`config.mk`:
```
export PLATFORM = sky130hd
export DESIGN_NAME = acpc_top
export DESIGN_NICKNAME = d
export VERILOG_FILES = /design/src/hdl/acpc_pkg.sv /design/src/hdl/acpc_top.sv /design/src/hdl/acpc_delay_mem.sv
export SDC_FILE = /design/constraint.sdc
export NUM_CORES = 1
export LEC_CHECK = 0
export BUFFER_PORTS_ARGS = -buffer_cell sky130_fd_sc_hd__buf_2
export CORE_MARGIN = 2
export CORE_UTILIZATION = 60
export CTS_CLUSTER_SIZE = 10
export DETAILED_ROUTE_END_ITERATION = 10
export GPL_TIMING_DRIVEN = 0
export PLACE_DENSITY = 0.77
export SYNTH_ARGS = -nofsm -noshare
export SYNTH_HDL_FRONTEND = slang
export SYNTH_SLANG_ARGS = --single-unit
```
`constraint.sdc`:
```
create_clock -name i_mclk -period 7.73 [get_ports i_mclk]
set_clock_uncertainty 0.2 [all_clocks]
set_input_delay 0.3865 -clock i_mclk [delete_from_list [all_inputs] [get_ports i_mclk]]
set_output_delay 0.3865 -clock i_mclk [all_outputs]
set_load 0.02 [all_outputs]
```
`src/hdl/acpc_pkg.sv`:
```
// Package for the converter clock, power and output control block.
// Assumes a 100 MHz system clock and 14-bit offset-binary core results.
package acpc_pkg;

  // System clock
  localparam int unsigned CLK_HZ         = 100_000_000;
  localparam int unsigned CLK_PERIOD_NS  = 10;

  // Register map
  localparam logic [12:0] ADDR_POWER_MODE  = 13'h0008;
  localparam logic [12:0] ADDR_CLOCK_CTRL  = 13'h0009;
  localparam logic [12:0] ADDR_CLOCK_DIV   = 13'h000B;
  localparam logic [12:0] ADDR_OUTPUT_MODE = 13'h0014;

  // Field positions
  localparam int unsigned POWER_LSB      = 0;
  localparam int unsigned DCS_EN_BIT     = 0;
  localparam int unsigned DCS_LOCK_BIT   = 7;
  localparam int unsigned DIV_LSB        = 0;
  localparam int unsigned FORMAT_LSB     = 0;
  localparam int unsigned OUT_DIS_BIT    = 4;

  // Reset values
  localparam logic [7:0] POWER_MODE_RST  = 8'h00;
  localparam logic [7:0] CLOCK_CTRL_RST  = 8'h01;
  localparam logic [7:0] CLOCK_DIV_RST   = 8'h00;
  localparam logic [7:0] OUTPUT_MODE_RST = 8'h01;

  // Power mode codes
  localparam logic [1:0] PWR_NORMAL      = 2'h0;
  localparam logic [1:0] PWR_DOWN        = 2'h1;
  localparam logic [1:0] PWR_STANDBY     = 2'h2;

  // Output formats
  localparam logic [1:0] FMT_OFFSET_BIN  = 2'h0;
  localparam logic [1:0] FMT_TWOS_COMP   = 2'h1;
  localparam logic [1:0] FMT_GRAY        = 2'h2;

  // Data path
  localparam int unsigned DATA_W         = 14;
  localparam int unsigned LATENCY        = 10;
  localparam int unsigned DLY_AW         = 4;
  localparam int unsigned DIV_MAX        = 8;

  // Serial port framing
  localparam int unsigned INSTR_BITS     = 16;
  localparam int unsigned BYTE_BITS      = 8;

  // Stabilizer
  localparam int unsigned DCS_MIN_HZ     = 40_000_000;
  localparam int unsigned DCS_MAX_PERIOD = CLK_HZ / DCS_MIN_HZ;
  localparam int unsigned DCS_STABLE_CNT = 4;
  localparam int unsigned PER_W          = 12;

  // Wake-up
  localparam int unsigned STBY_WAKE_NS   = 200;
  localparam int unsigned STBY_WAKE_CYC  = (STBY_WAKE_NS + CLK_PERIOD_NS - 1) / CLK_PERIOD_NS;
  localparam int unsigned WAKE_SHIFT     = 4;
  localparam int unsigned WAKE_W         = 24;

  typedef enum logic [1:0] {
    ACPC_RUN,
    ACPC_DOWN,
    ACPC_STBY,
    ACPC_WAKE
  } acpc_pwr_state_t;

  typedef enum logic [1:0] {
    ACPC_SP_IDLE,
    ACPC_SP_INSTR,
    ACPC_SP_DATA,
    ACPC_SP_DONE
  } acpc_sp_state_t;

  typedef struct packed {
    logic [7:0] power_mode_control;
    logic [7:0] clock_control;
    logic [7:0] clock_divide;
    logic [7:0] output_mode_control;
  } acpc_cfg_t;

endpackage : acpc_pkg

```
`src/hdl/acpc_top.sv`:
```
// Clock divider, duty cycle stabilizer, power modes and output stage of the converter.
// Assumes sample clock, core result and serial port pins are synchronous to i_mclk.
`timescale 1ns/1ps
module acpc_top (
  input  wire logic                          i_mclk,
  input  wire logic                          i_rst,
  input  wire logic                          i_sample_clk,
  input  wire logic [acpc_pkg::DATA_W-1:0]  i_core_result,
  input  wire logic                          i_spi_sclk,
  input  wire logic                          i_spi_csb_n,
  input  wire logic                          i_sdio,
  output logic                               o_sdio,
  output logic                               o_sdio_oe,
  output logic      [acpc_pkg::DATA_W-1:0]  o_data,
  output logic                               o_data_oe,
  output logic                               o_data_capture_clock_out,
  output logic                               o_dcco_oe
);

  function automatic logic [acpc_pkg::DATA_W-1:0] encode(
    input logic [acpc_pkg::DATA_W-1:0] ob,
    input logic [1:0]                  fmt
  );
    logic [acpc_pkg::DATA_W-1:0] r;
    r = ob;
    if (fmt == acpc_pkg::FMT_TWOS_COMP)
    begin
      r = {~ob[acpc_pkg::DATA_W-1], ob[acpc_pkg::DATA_W-2:0]};
    end
    else if (fmt == acpc_pkg::FMT_GRAY)
    begin
      r = ob ^ (ob >> 1);
    end
    return r;
  endfunction : encode

  acpc_pkg::acpc_cfg_t         cfg_reg;
  acpc_pkg::acpc_pwr_state_t   pwr_reg;
  acpc_pkg::acpc_sp_state_t    sp_reg;
  logic                        sclk_q_reg;
  logic [4:0]                  bit_cnt_reg;
  logic [15:0]                 shift_reg;
  logic [12:0]                 addr_reg;
  logic                        rd_reg;
  logic [1:0]                  len_reg;
  logic [1:0]                  byte_cnt_reg;
  logic [7:0]                  tx_reg;
  logic                        smp_q_reg;
  logic [2:0]                  div_cnt_reg;
  logic                        raw_div_reg;
  logic [acpc_pkg::PER_W-1:0]  per_cnt_reg;
  logic [acpc_pkg::PER_W-1:0]  per_reg;
  logic [acpc_pkg::PER_W-1:0]  half_cnt_reg;
  logic                        dcs_clk_reg;
  logic [2:0]                  stable_reg;
  logic                        lock_reg;
  logic [acpc_pkg::WAKE_W-1:0] down_cnt_reg;
  logic [acpc_pkg::WAKE_W-1:0] wake_cnt_reg;
  logic [acpc_pkg::DLY_AW-1:0] wptr_reg;
  logic [acpc_pkg::DATA_W-1:0] dly_rdata;
  logic                        sclk_rise;
  logic                        sclk_fall;
  logic                        smp_rise;
  logic                        sample_edge;
  logic                        converting;
  logic                        dcs_en;
  logic [1:0]                  pwr_field;
  logic [7:0]                  rd_data;
  logic                        wr_byte;

  assign sclk_rise   = i_spi_sclk & ~sclk_q_reg;
  assign sclk_fall   = ~i_spi_sclk & sclk_q_reg;
  assign smp_rise    = i_sample_clk & ~smp_q_reg;
  assign dcs_en      = cfg_reg.clock_control[acpc_pkg::DCS_EN_BIT];
  assign pwr_field   = cfg_reg.power_mode_control[acpc_pkg::POWER_LSB +: 2];
  assign converting  = (pwr_reg == acpc_pkg::ACPC_RUN);
  assign sample_edge = converting && smp_rise &&
                       (div_cnt_reg == cfg_reg.clock_divide[acpc_pkg::DIV_LSB +: 3]);
  assign wr_byte     = (sp_reg == acpc_pkg::ACPC_SP_DATA) && sclk_rise && !rd_reg &&
                       (bit_cnt_reg == 5'(acpc_pkg::BYTE_BITS - 1));

  // Serial port readback decode
  always_comb
  begin
    rd_data = 8'h00;
    unique case (addr_reg)
      acpc_pkg::ADDR_POWER_MODE:  rd_data = cfg_reg.power_mode_control;
      acpc_pkg::ADDR_CLOCK_CTRL:  rd_data = {lock_reg, cfg_reg.clock_control[6:0]};
      acpc_pkg::ADDR_CLOCK_DIV:   rd_data = cfg_reg.clock_divide;
      acpc_pkg::ADDR_OUTPUT_MODE: rd_data = cfg_reg.output_mode_control;
      default:                    rd_data = 8'h00;
    endcase
  end

  // Serial port framing
  always_ff @(posedge i_mclk or posedge i_rst)
  begin
    if (i_rst)
    begin
      sclk_q_reg   <= 1'b0;
      sp_reg       <= acpc_pkg::ACPC_SP_IDLE;
      bit_cnt_reg  <= '0;
      shift_reg    <= '0;
      addr_reg     <= '0;
      rd_reg       <= 1'b0;
      len_reg      <= '0;
      byte_cnt_reg <= '0;
    end
    else
    begin
      sclk_q_reg <= i_spi_sclk;
      if (i_spi_csb_n)
      begin
        sp_reg      <= acpc_pkg::ACPC_SP_IDLE;
        bit_cnt_reg <= '0;
      end
      else if (sclk_rise)
      begin
        unique case (sp_reg)
          acpc_pkg::ACPC_SP_IDLE, acpc_pkg::ACPC_SP_INSTR:
          begin
            shift_reg   <= {shift_reg[14:0], i_sdio};
            bit_cnt_reg <= bit_cnt_reg + 5'h01;
            sp_reg      <= acpc_pkg::ACPC_SP_INSTR;
            if (bit_cnt_reg == 5'(acpc_pkg::INSTR_BITS - 1))
            begin
              rd_reg       <= shift_reg[14];
              len_reg      <= shift_reg[13:12];
              addr_reg     <= {shift_reg[11:0], i_sdio};
              byte_cnt_reg <= '0;
              bit_cnt_reg  <= '0;
              sp_reg       <= acpc_pkg::ACPC_SP_DATA;
            end
          end
          acpc_pkg::ACPC_SP_DATA:
          begin
            shift_reg   <= {shift_reg[14:0], i_sdio};
            bit_cnt_reg <= bit_cnt_reg + 5'h01;
            if (bit_cnt_reg == 5'(acpc_pkg::BYTE_BITS - 1))
            begin
              bit_cnt_reg  <= '0;
              addr_reg     <= addr_reg - 13'h0001;
              byte_cnt_reg <= byte_cnt_reg + 2'h1;
              if (len_reg != 2'h3 && byte_cnt_reg == len_reg)
              begin
                sp_reg <= acpc_pkg::ACPC_SP_DONE;
              end
            end
          end
          acpc_pkg::ACPC_SP_DONE:
          begin
            sp_reg <= acpc_pkg::ACPC_SP_DONE;
          end
        endcase
      end
    end
  end

  // Readback shifter, driven on falling serial clock edges
  always_ff @(posedge i_mclk or posedge i_rst)
  begin
    if (i_rst)
    begin
      tx_reg    <= '0;
      o_sdio    <= 1'b0;
      o_sdio_oe <= 1'b0;
    end
    else
    begin
      if (i_spi_csb_n || !rd_reg || sp_reg != acpc_pkg::ACPC_SP_DATA)
      begin
        o_sdio_oe <= 1'b0;
        tx_reg    <= rd_data;
      end
      else if (sclk_fall)
      begin
        o_sdio_oe <= 1'b1;
        o_sdio    <= (bit_cnt_reg == 5'h00) ? rd_data[7] : tx_reg[7];
        tx_reg    <= (bit_cnt_reg == 5'h00) ? {rd_data[6:0], 1'b0} : {tx_reg[6:0], 1'b0};
      end
    end
  end

  // Configuration registers
  always_ff @(posedge i_mclk or posedge i_rst)
  begin
    if (i_rst)
    begin
      cfg_reg.power_mode_control  <= acpc_pkg::POWER_MODE_RST;
      cfg_reg.clock_control       <= acpc_pkg::CLOCK_CTRL_RST;
      cfg_reg.clock_divide        <= acpc_pkg::CLOCK_DIV_RST;
      cfg_reg.output_mode_control <= acpc_pkg::OUTPUT_MODE_RST;
    end
    else if (wr_byte)
    begin
      unique case (addr_reg)
        acpc_pkg::ADDR_POWER_MODE:  cfg_reg.power_mode_control  <= {shift_reg[6:0], i_sdio};
        acpc_pkg::ADDR_CLOCK_CTRL:  cfg_reg.clock_control       <= {1'b0, shift_reg[5:0], i_sdio};
        acpc_pkg::ADDR_CLOCK_DIV:   cfg_reg.clock_divide        <= {5'h00, shift_reg[1:0], i_sdio};
        acpc_pkg::ADDR_OUTPUT_MODE: cfg_reg.output_mode_control <= {shift_reg[6:0], i_sdio};
        default:                    cfg_reg <= cfg_reg;
      endcase
    end
  end

  // Power mode sequencing
  always_ff @(posedge i_mclk or posedge i_rst)
  begin
    if (i_rst)
    begin
      pwr_reg      <= acpc_pkg::ACPC_RUN;
      down_cnt_reg <= '0;
      wake_cnt_reg <= '0;
    end
    else
    begin
      unique case (pwr_reg)
        acpc_pkg::ACPC_RUN:
        begin
          down_cnt_reg <= '0;
          if (pwr_field == acpc_pkg::PWR_DOWN)
          begin
            pwr_reg <= acpc_pkg::ACPC_DOWN;
          end
          else if (pwr_field == acpc_pkg::PWR_STANDBY)
          begin
            pwr_reg <= acpc_pkg::ACPC_STBY;
          end
        end
        acpc_pkg::ACPC_DOWN:
        begin
          if (down_cnt_reg != '1)
          begin
            down_cnt_reg <= down_cnt_reg + 1'b1;
          end
          if (pwr_field != acpc_pkg::PWR_DOWN)
          begin
            wake_cnt_reg <= (down_cnt_reg >> acpc_pkg::WAKE_SHIFT) + 1'b1;
            pwr_reg      <= acpc_pkg::ACPC_WAKE;
          end
        end
        acpc_pkg::ACPC_STBY:
        begin
          if (pwr_field == acpc_pkg::PWR_DOWN)
          begin
            pwr_reg <= acpc_pkg::ACPC_DOWN;
          end
          else if (pwr_field != acpc_pkg::PWR_STANDBY)
          begin
            wake_cnt_reg <= acpc_pkg::WAKE_W'(acpc_pkg::STBY_WAKE_CYC);
            pwr_reg      <= acpc_pkg::ACPC_WAKE;
          end
        end
        acpc_pkg::ACPC_WAKE:
        begin
          wake_cnt_reg <= wake_cnt_reg - 1'b1;
          if (pwr_field == acpc_pkg::PWR_DOWN)
          begin
            pwr_reg <= acpc_pkg::ACPC_DOWN;
          end
          else if (wake_cnt_reg <= acpc_pkg::WAKE_W'(1))
          begin
            pwr_reg <= acpc_pkg::ACPC_RUN;
          end
        end
      endcase
    end
  end

  // Input divider, clock stopped outside normal conversion
  always_ff @(posedge i_mclk or posedge i_rst)
  begin
    if (i_rst)
    begin
      smp_q_reg   <= 1'b0;
      div_cnt_reg <= '0;
      raw_div_reg <= 1'b0;
    end
    else
    begin
      smp_q_reg <= i_sample_clk;
      if (!converting)
      begin
        div_cnt_reg <= '0;
        raw_div_reg <= 1'b0;
      end
      else if (smp_rise)
      begin
        div_cnt_reg <= sample_edge ? 3'h0 : div_cnt_reg + 3'h1;
        raw_div_reg <= sample_edge;
      end
      else if (!i_sample_clk)
      begin
        raw_div_reg <= 1'b0;
      end
    end
  end

  // Stabilizer: period measurement, rebuilt falling edge and lock
  always_ff @(posedge i_mclk or posedge i_rst)
  begin
    if (i_rst)
    begin
      per_cnt_reg  <= '0;
      per_reg      <= '0;
      half_cnt_reg <= '0;
      dcs_clk_reg  <= 1'b0;
      stable_reg   <= '0;
      lock_reg     <= 1'b0;
    end
    else if (!converting || !dcs_en)
    begin
      per_cnt_reg <= '0;
      dcs_clk_reg <= 1'b0;
      stable_reg  <= '0;
      lock_reg    <= 1'b0;
    end
    else if (sample_edge)
    begin
      per_cnt_reg  <= acpc_pkg::PER_W'(1);
      per_reg      <= per_cnt_reg;
      half_cnt_reg <= acpc_pkg::PER_W'(1);
      dcs_clk_reg  <= 1'b1;
      if (per_cnt_reg == per_reg && per_cnt_reg <= acpc_pkg::PER_W'(acpc_pkg::DCS_MAX_PERIOD))
      begin
        if (stable_reg == 3'(acpc_pkg::DCS_STABLE_CNT))
        begin
          lock_reg <= 1'b1;
        end
        else
        begin
          stable_reg <= stable_reg + 3'h1;
        end
      end
      else
      begin
        stable_reg <= '0;
        lock_reg   <= 1'b0;
      end
    end
    else
    begin
      if (per_cnt_reg != '1)
      begin
        per_cnt_reg <= per_cnt_reg + 1'b1;
      end
      half_cnt_reg <= half_cnt_reg + 1'b1;
      if (half_cnt_reg >= (per_reg >> 1))
      begin
        dcs_clk_reg <= 1'b0;
      end
    end
  end

  // Sample history for the fixed latency
  always_ff @(posedge i_mclk or posedge i_rst)
  begin
    if (i_rst)
    begin
      wptr_reg <= '0;
    end
    else if (sample_edge)
    begin
      wptr_reg <= wptr_reg + 1'b1;
    end
  end

  acpc_delay_mem u_delay_mem (
    .i_mclk   (i_mclk),
    .i_rst    (i_rst),
    .i_strobe (sample_edge),
    .i_waddr  (wptr_reg),
    .i_raddr  (wptr_reg - acpc_pkg::DLY_AW'(acpc_pkg::LATENCY)),
    .i_wdata  (encode(i_core_result,
                      cfg_reg.output_mode_control[acpc_pkg::FORMAT_LSB +: 2])),
    .o_rdata  (dly_rdata)
  );

  // Output stage
  always_ff @(posedge i_mclk or posedge i_rst)
  begin
    if (i_rst)
    begin
      o_data                   <= '0;
      o_data_oe                <= 1'b0;
      o_data_capture_clock_out <= 1'b0;
      o_dcco_oe                <= 1'b0;
    end
    else
    begin
      o_data    <= dly_rdata;
      o_dcco_oe <= (pwr_reg != acpc_pkg::ACPC_DOWN);
      o_data_oe <= (pwr_reg != acpc_pkg::ACPC_DOWN) &&
                   !cfg_reg.output_mode_control[acpc_pkg::OUT_DIS_BIT];
      o_data_capture_clock_out <= (dcs_en && lock_reg) ? dcs_clk_reg : raw_div_reg;
    end
  end

endmodule : acpc_top

```
`src/hdl/acpc_delay_mem.sv`:
```
// Small circular memory that holds encoded samples for the output latency.
// Assumes write and read share one strobe; read data come from a register.
`timescale 1ns/1ps
module acpc_delay_mem (
  input  wire logic                          i_mclk,
  input  wire logic                          i_rst,
  input  wire logic                          i_strobe,
  input  wire logic [acpc_pkg::DLY_AW-1:0]  i_waddr,
  input  wire logic [acpc_pkg::DLY_AW-1:0]  i_raddr,
  input  wire logic [acpc_pkg::DATA_W-1:0]  i_wdata,
  output logic      [acpc_pkg::DATA_W-1:0]  o_rdata
);

  logic [acpc_pkg::DATA_W-1:0] mem [2**acpc_pkg::DLY_AW];

  always_ff @(posedge i_mclk)
  begin
    if (i_strobe)
    begin
      mem[i_waddr] <= i_wdata;
    end
  end

  // Old word is read before the same strobe overwrites anything
  always_ff @(posedge i_mclk or posedge i_rst)
  begin
    if (i_rst)
    begin
      o_rdata <= '0;
    end
    else if (i_strobe)
    begin
      o_rdata <= mem[i_raddr];
    end
  end

endmodule : acpc_delay_mem

```
Word level (Yosys, flattened, before mapping)
Memories as Yosys holds them, arrays and structs flattened. A register that Yosys moved wholly into a read port is not among the register bits.
Index checks and enable logic that the tools add are counted.
- memories kept: 1
- output and inout port bits: 19
- bits of input ports: 20
- RAM bits: 224
- logic and storage cells: 211
- bits in registers: 194
- memory list (memory ; depth ; width ; rd ports ; clocked after Yosys merged registers in ; wr ports ; line ; source):
    u_delay_mem.mem ; 16 ; 14 ; 1 ; 1 ; 1 ; acpc_delay_mem.sv:14 ; logic [acpc_pkg::DATA_W-1:0] mem [2**acpc_pkg::DLY_AW];
- reduce and logical (&&, ||, !) cells: 46
- multiplexer cells: 64
- bitwise gates (word level): 11
- equal/unequal tests: 42
- $lt $le $gt $ge: 3
- add/sub/neg operators: 12
- operators by type and width (operator ; count):
    two-way mux 24 bit ; 4
    case mux 24 bit (3 select lines) ; 1
    two-way mux 12 bit ; 4
    case mux 24 bit (2 select lines) ; 1
    equality test 13 x 4 -> 1 bit (second input constant) ; 3
    case mux 8 bit (4 select lines) ; 1
    two-way mux 14 bit ; 2
    two-way mux 2 bit ; 14
    two-way mux 13 bit ; 2
    case mux 13 bit (2 select lines) ; 1
    adder 12 x 1 -> 12 bit (second input constant) ; 2
    adder 24 x 1 -> 24 bit (second input constant) ; 1
    less-or-equal comparator 24 x 1 -> 1 bit (second input constant) ; 1
    two-way mux 8 bit ; 3
    != test 24 bit (second input constant) ; 1
    subtractor 24 x 1 -> 24 bit (second input constant) ; 1
    adder 20 x 1 -> 21 bit (second input constant) ; 1
    two-way mux 3 bit ; 7
    two-way mux 5 bit ; 4
    AND reduction 2 bit ; 10
    != test 2 bit (second input constant) ; 9
    two-way mux 1 bit ; 16
    XOR 14 x 13 -> 14 bit ; 1
    equality test 13 x 5 -> 1 bit (second input constant) ; 1
    39 further kinds ; 87

Longest topological paths before layout
- depth in word-level cells: 7
- depth in mapped cells: 11
- mapped depth without buffers: 9

Cells and area by module
A second synthesis with hierarchy kept.
- cell total of the unflattened synthesis: 1493
- area total of the unflattened synthesis: 19627.6 um^2
- by module, submodules not included (module ; area an instance (um^2) ; instances ; cells each ; seq. area each (um^2)):
    acpc_top ; 10463.8 ; 1 ; 1089 ; 4857.2
    acpc_delay_mem ; 9163.8 ; 1 ; 404 ; 7076.8

Worst setup path after synthesis
Ideal clock, no wire load.
- kind: flip-flop to flip-flop
- start: reg pwr_reg[1]
- end: mem u_delay_mem.mem[0][0] (netlist name), enable pin
- required time: 7.109 ns
- data arrival time: 2.936 ns
- library setup time: 0.421 ns
- stages on the path, launching flop included: 8
- path slack: 4.173 ns
- clock period less this slack: 3.557 ns
- buffers on the path: 4
- cells stage by stage: dfrtp_1 clkbuf_1 or2_2 clkbuf_1 or2_2 clkbuf_1 clkbuf_1 nor4_1
- longest elaborated chain between the ends: 5
- RTL lines (what ; line ; source):
    start: declaration ; acpc_top.sv:38 ; acpc_pkg::acpc_pwr_state_t pwr_reg;
    start signal: assignment ; acpc_top.sv:211 ; pwr_reg <= acpc_pkg::ACPC_RUN;
    start signal: assignment ; acpc_top.sv:223 ; pwr_reg <= acpc_pkg::ACPC_DOWN;
    start signal: assignment ; acpc_top.sv:227 ; pwr_reg <= acpc_pkg::ACPC_STBY;
    logical NOT 2 bit ; acpc_top.sv:76 ; assign converting = (pwr_reg == acpc_pkg::ACPC_RUN);
    logical AND 1 bit (2 in a row) ; acpc_top.sv:77 ; assign sample_edge = converting && smp_rise &&
    two-way mux 1 bit ; acpc_delay_mem.sv:18 ; if (i_strobe)
    two-way mux 1 bit (not written as such) ; acpc_delay_mem.sv:20 ; mem[i_waddr] <= i_wdata;
    end: declaration ; acpc_delay_mem.sv:14 ;
No other way between the ends.

Final worst setup path
- start: reg wptr_reg[1] (netlist name)
- end: reg u_delay_mem.o_rdata[6] (netlist name) (read register of u_delay_mem.mem)
- longest elaborated chain between the ends: 1
- RTL lines (what ; line ; source):
    start: declaration ; acpc_top.sv:59 ; logic [acpc_pkg::DLY_AW-1:0] wptr_reg;
    start signal: assignment ; acpc_top.sv:364 ; wptr_reg <= wptr_reg + 1'b1;
    subtractor 4 bit ; acpc_top.sv:373 ; .i_raddr (wptr_reg - acpc_pkg::DLY_AW'(acpc_pkg::LATENCY)),
    end: declaration ; acpc_delay_mem.sv:11 ; output logic [acpc_pkg::DATA_W-1:0] o_rdata
No other way between the ends.
A chain may end at the register's enable or synchronous reset.

==> flow_metrics.tcl <==
set metrics [dict create \
    outcome "finished clean" \
    drv_cap 0 \
    htree_num_levels 2 \
    worstPathArrival_ns 4.61 \
    criticalPathCategory "flop to flop" \
    first_pass_iters 8 \
    dp_hpwl_um 30050 \
    clock_path_buffers 3 \
    rows 66 \
    fin_crit_sh_pct 56.73 \
    synth_top_family_by_area "simple AND/OR/NAND/NOR gates" \
    die_h_um 184.5 \
    grt_pass1_vias 12933 \
    yosysWarningCount 0 \
    worstMarginPinSlew_ns 1.435 \
    fin_nets 1657 \
    insertion_delay_ns 0.59 \
    whs_ns 0.005653 \
    placedInstanceArea_mm2 0.02054 \
    rsz0062_at_grt "no" \
    wl_per_cell_um 21.98 \
    grt_pass1_wl_um 72590 \
    hold_violations 0 \
    power_mw 6.093 \
    seqCellArea_mm2 0.01193 \
    yosysMostFrequentCell "edfxtp_1" \
    fin_util_pct 68.45 \
    r2r_start "wptr_reg[1]" \
    crit_path_cell_trace "clkbuf_1 -> buf_1 -> inv_1 -> ha_1 -> xor2_1 -> buf_2 -> mux2i_1 -> o221ai_1" \
    post_synth.cell_area_avg_um2 13.15 \
    track_usage_pct 28.00 \
    holdPathStages 2 \
    synth-edff-count 224 \
    grt_max_degree 134 \
    irDropWorstVdd_v 0.0002837 \
    layout_setup_ws_ns 3.345 \
    nFillCells 2217 \
    fin_tns_setup_ns 0 \
    drc_errors 0 \
    layout_min_cycle_time_ns 4.385 \
    worst-r2r-cell-count 8 \
    synthAdderAreaFrac_pct 2.240 \
    synthMuxAreaShare_pct 10.78 \
    synth-simple-area-share_pct 11.63 \
    largest_register_ffs 224 \
    fmax_ghz 0.2280 \
    synth_nets 1542 \
    rr_endpoint "u_delay_mem.o_rdata[6]" \
    ff2ff_setup_slack_ns 3.34 \
    synth_common_cells "edfxtp_1 (224), dfrtp_1 (206), nand2_1 (128), nor2_1 (103), o21ai_0 (72)" \
    fin_cells 2083 \
    dieArea_mm2 0.03405 \
    place_congestion 0.8973 \
    num_vias 13127 \
    pwr_density_cell_mw_per_mm2 275.7 \
    hold_path_class "input pin to flop" \
    synth_compound_area_share_pct 8.799 \
    drive_above_1_share_pct 17.31 \
    dp_slack_ns 3.405 \
    seq_area_frac_synth_pct 61.04 \
    multi_input_area_mm2 0.007196 \
    grt_overflow_total 0 \
    cts_sinks 432 \
    critical_path.slowest_cell "xor2_1" \
    port_buffers 37 \
    antenna_found_initial 0 \
    num_io_pins 39 \
    async_flop_share_pct 48.15 \
    end_kind "flop" \
    drt_iter0_drc 1282 \
    synth_top_area_share_pct 34.40 \
    holdCritStartpoint "i_core_result[3]" \
    die-width_um 184.5 \
    cts_resized 0 \
    cts_tree "done" \
    syn2layout_area_growth_pct 13.04 \
    clkSlewWorstSetupHoldPaths_ns 0.06 \
    cp.required_ns 7.95 \
    setup-violations-final 0 \
    wl_um 45780 \
    coreArea_mm2 0.03229 \
    drv_slew 0 \
    critPathMaxFanout 10 \
    synth-main-ff-cell "edfxtp_1" \
    n_antenna_cell 0 \
    max_stage_delay_ns 0.81 \
    dp.cells 1986 \
    holdPathEnd "u_delay_mem.mem[12][3]" \
    synth_xor_area_share_pct 3.001 \
    routed_via_density 6.302 \
    worstSetupStartpointType "flop" \
    syn_area_mm2 0.01955 \
    synthCells 1487 \
    start_util_pct 60.56 \
    drt.antenna.violating_nets 0 \
    cts-root-buf "clkbuf_16" \
    ys_seq_elements 432 \
    fin_area_mm2 0.02210 \
    synth_top_area_cell "edfxtp_1" \
    max-slew-margin-rel_pct 3.656 \
    leakage_nw 8.435 \
    synth_cell_types 84 \
    synth.area.top_cells "edfxtp_1 (34%), dfrtp_1 (26%), mux4_2 (6.8%)" \
    cts_buffers 50 \
]
[critical path, delay by kind of cell (launching register included)]
kind	cells	cell delay, ns
AO/OA/AOI/OAI	1	0.18
XOR/XNOR	1	0.81
adder cells (fa/ha/maj)	1	0.28
buffers and inverters	4	1.90
flip-flops	1	0.46
multiplexers	1	0.38
[worst max-delay path by stage]
stage,cells past startpoint,startpoint,end,slack (ns)
finish,8,wptr_reg[1],u_delay_mem.o_rdata[6],3.34
global route,8,wptr_reg[1],u_delay_mem.o_rdata[6],3.00
CTS,8,wptr_reg[1],u_delay_mem.o_rdata[6],3.33
detailed placement,8,wptr_reg[1],u_delay_mem.o_rdata[6],3.41
global placement,2,i_rst,shift_reg[13],-0.94
floorplan,1,i_rst,addr_reg[0],1.47
[timing repair]
action,in CTS,in global routing
endpoints found under the hold margin,85,0
hold buffers,5,0
buffers inserted,0,0
[cell families (layout without fill, tap and decap cells)]
logic type	Yosys count	in the layout
AOI/OAI and AO/OA	259	259
and+or+nand+nor	441	441
DFF	432	432
adders and majority gates	35	35
buffers and inverters	122	276
xor gates and xnor gates	67	67
muxes	131	131
[layer usage]
layer  vias to the layer above  routed length [µm]  track usage [%]  share of wire [%]
met3                        95                3633            4.703                7.9
met2                       609               22490            46.18                 49
li1                       5860                   -                -                  -
met5                         -                   0                0                  0
met4                         0                1076            8.096                2.4
met1                      6563               18580            38.72                 41
[power by group]
group	internal, mW	total [mW]	switching, mW
Clock	1.23	2.14	0.911
Combinational	0.532	1.24	0.705
Sequential	2.59	2.71	0.118
Total	4.36	6.09	1.74
[cells in the final DEF, fill, tap and decap left out, types with 35 or more instances in the layout]
master	netlist	routed
edfxtp_1	224	224
mux4_2	59	59
clkbuf_1	56	91
nand3_1	40	40
o21ai_0	72	72
mux2_2	46	46
xnor2_1	37	35
inv_1	42	41
nor2_1	103	101
a21oi_1	60	60
nand2_1	128	128
clkbuf_16	0	50
ha_1	35	35
dfrtp_1	206	206
buf_2	18	55
[final cells by class]
| type | instances | area share [%] |
|---|---|---|
| Buffer | 78 | 1.483 |
| Clock buffer | 86 | 6.318 |
| Clock inverter | 5 | 0.4246 |
| Inverter | 44 | 0.7813 |
| Multi-Input combinational cell | 933 | 32.56 |
| Sequential cell | 432 | 54.00 |
| Tap cell | 442 | 2.502 |
| Timing Repair Buffer | 63 | 1.936 |
Power figures use the tool's default switching activity.
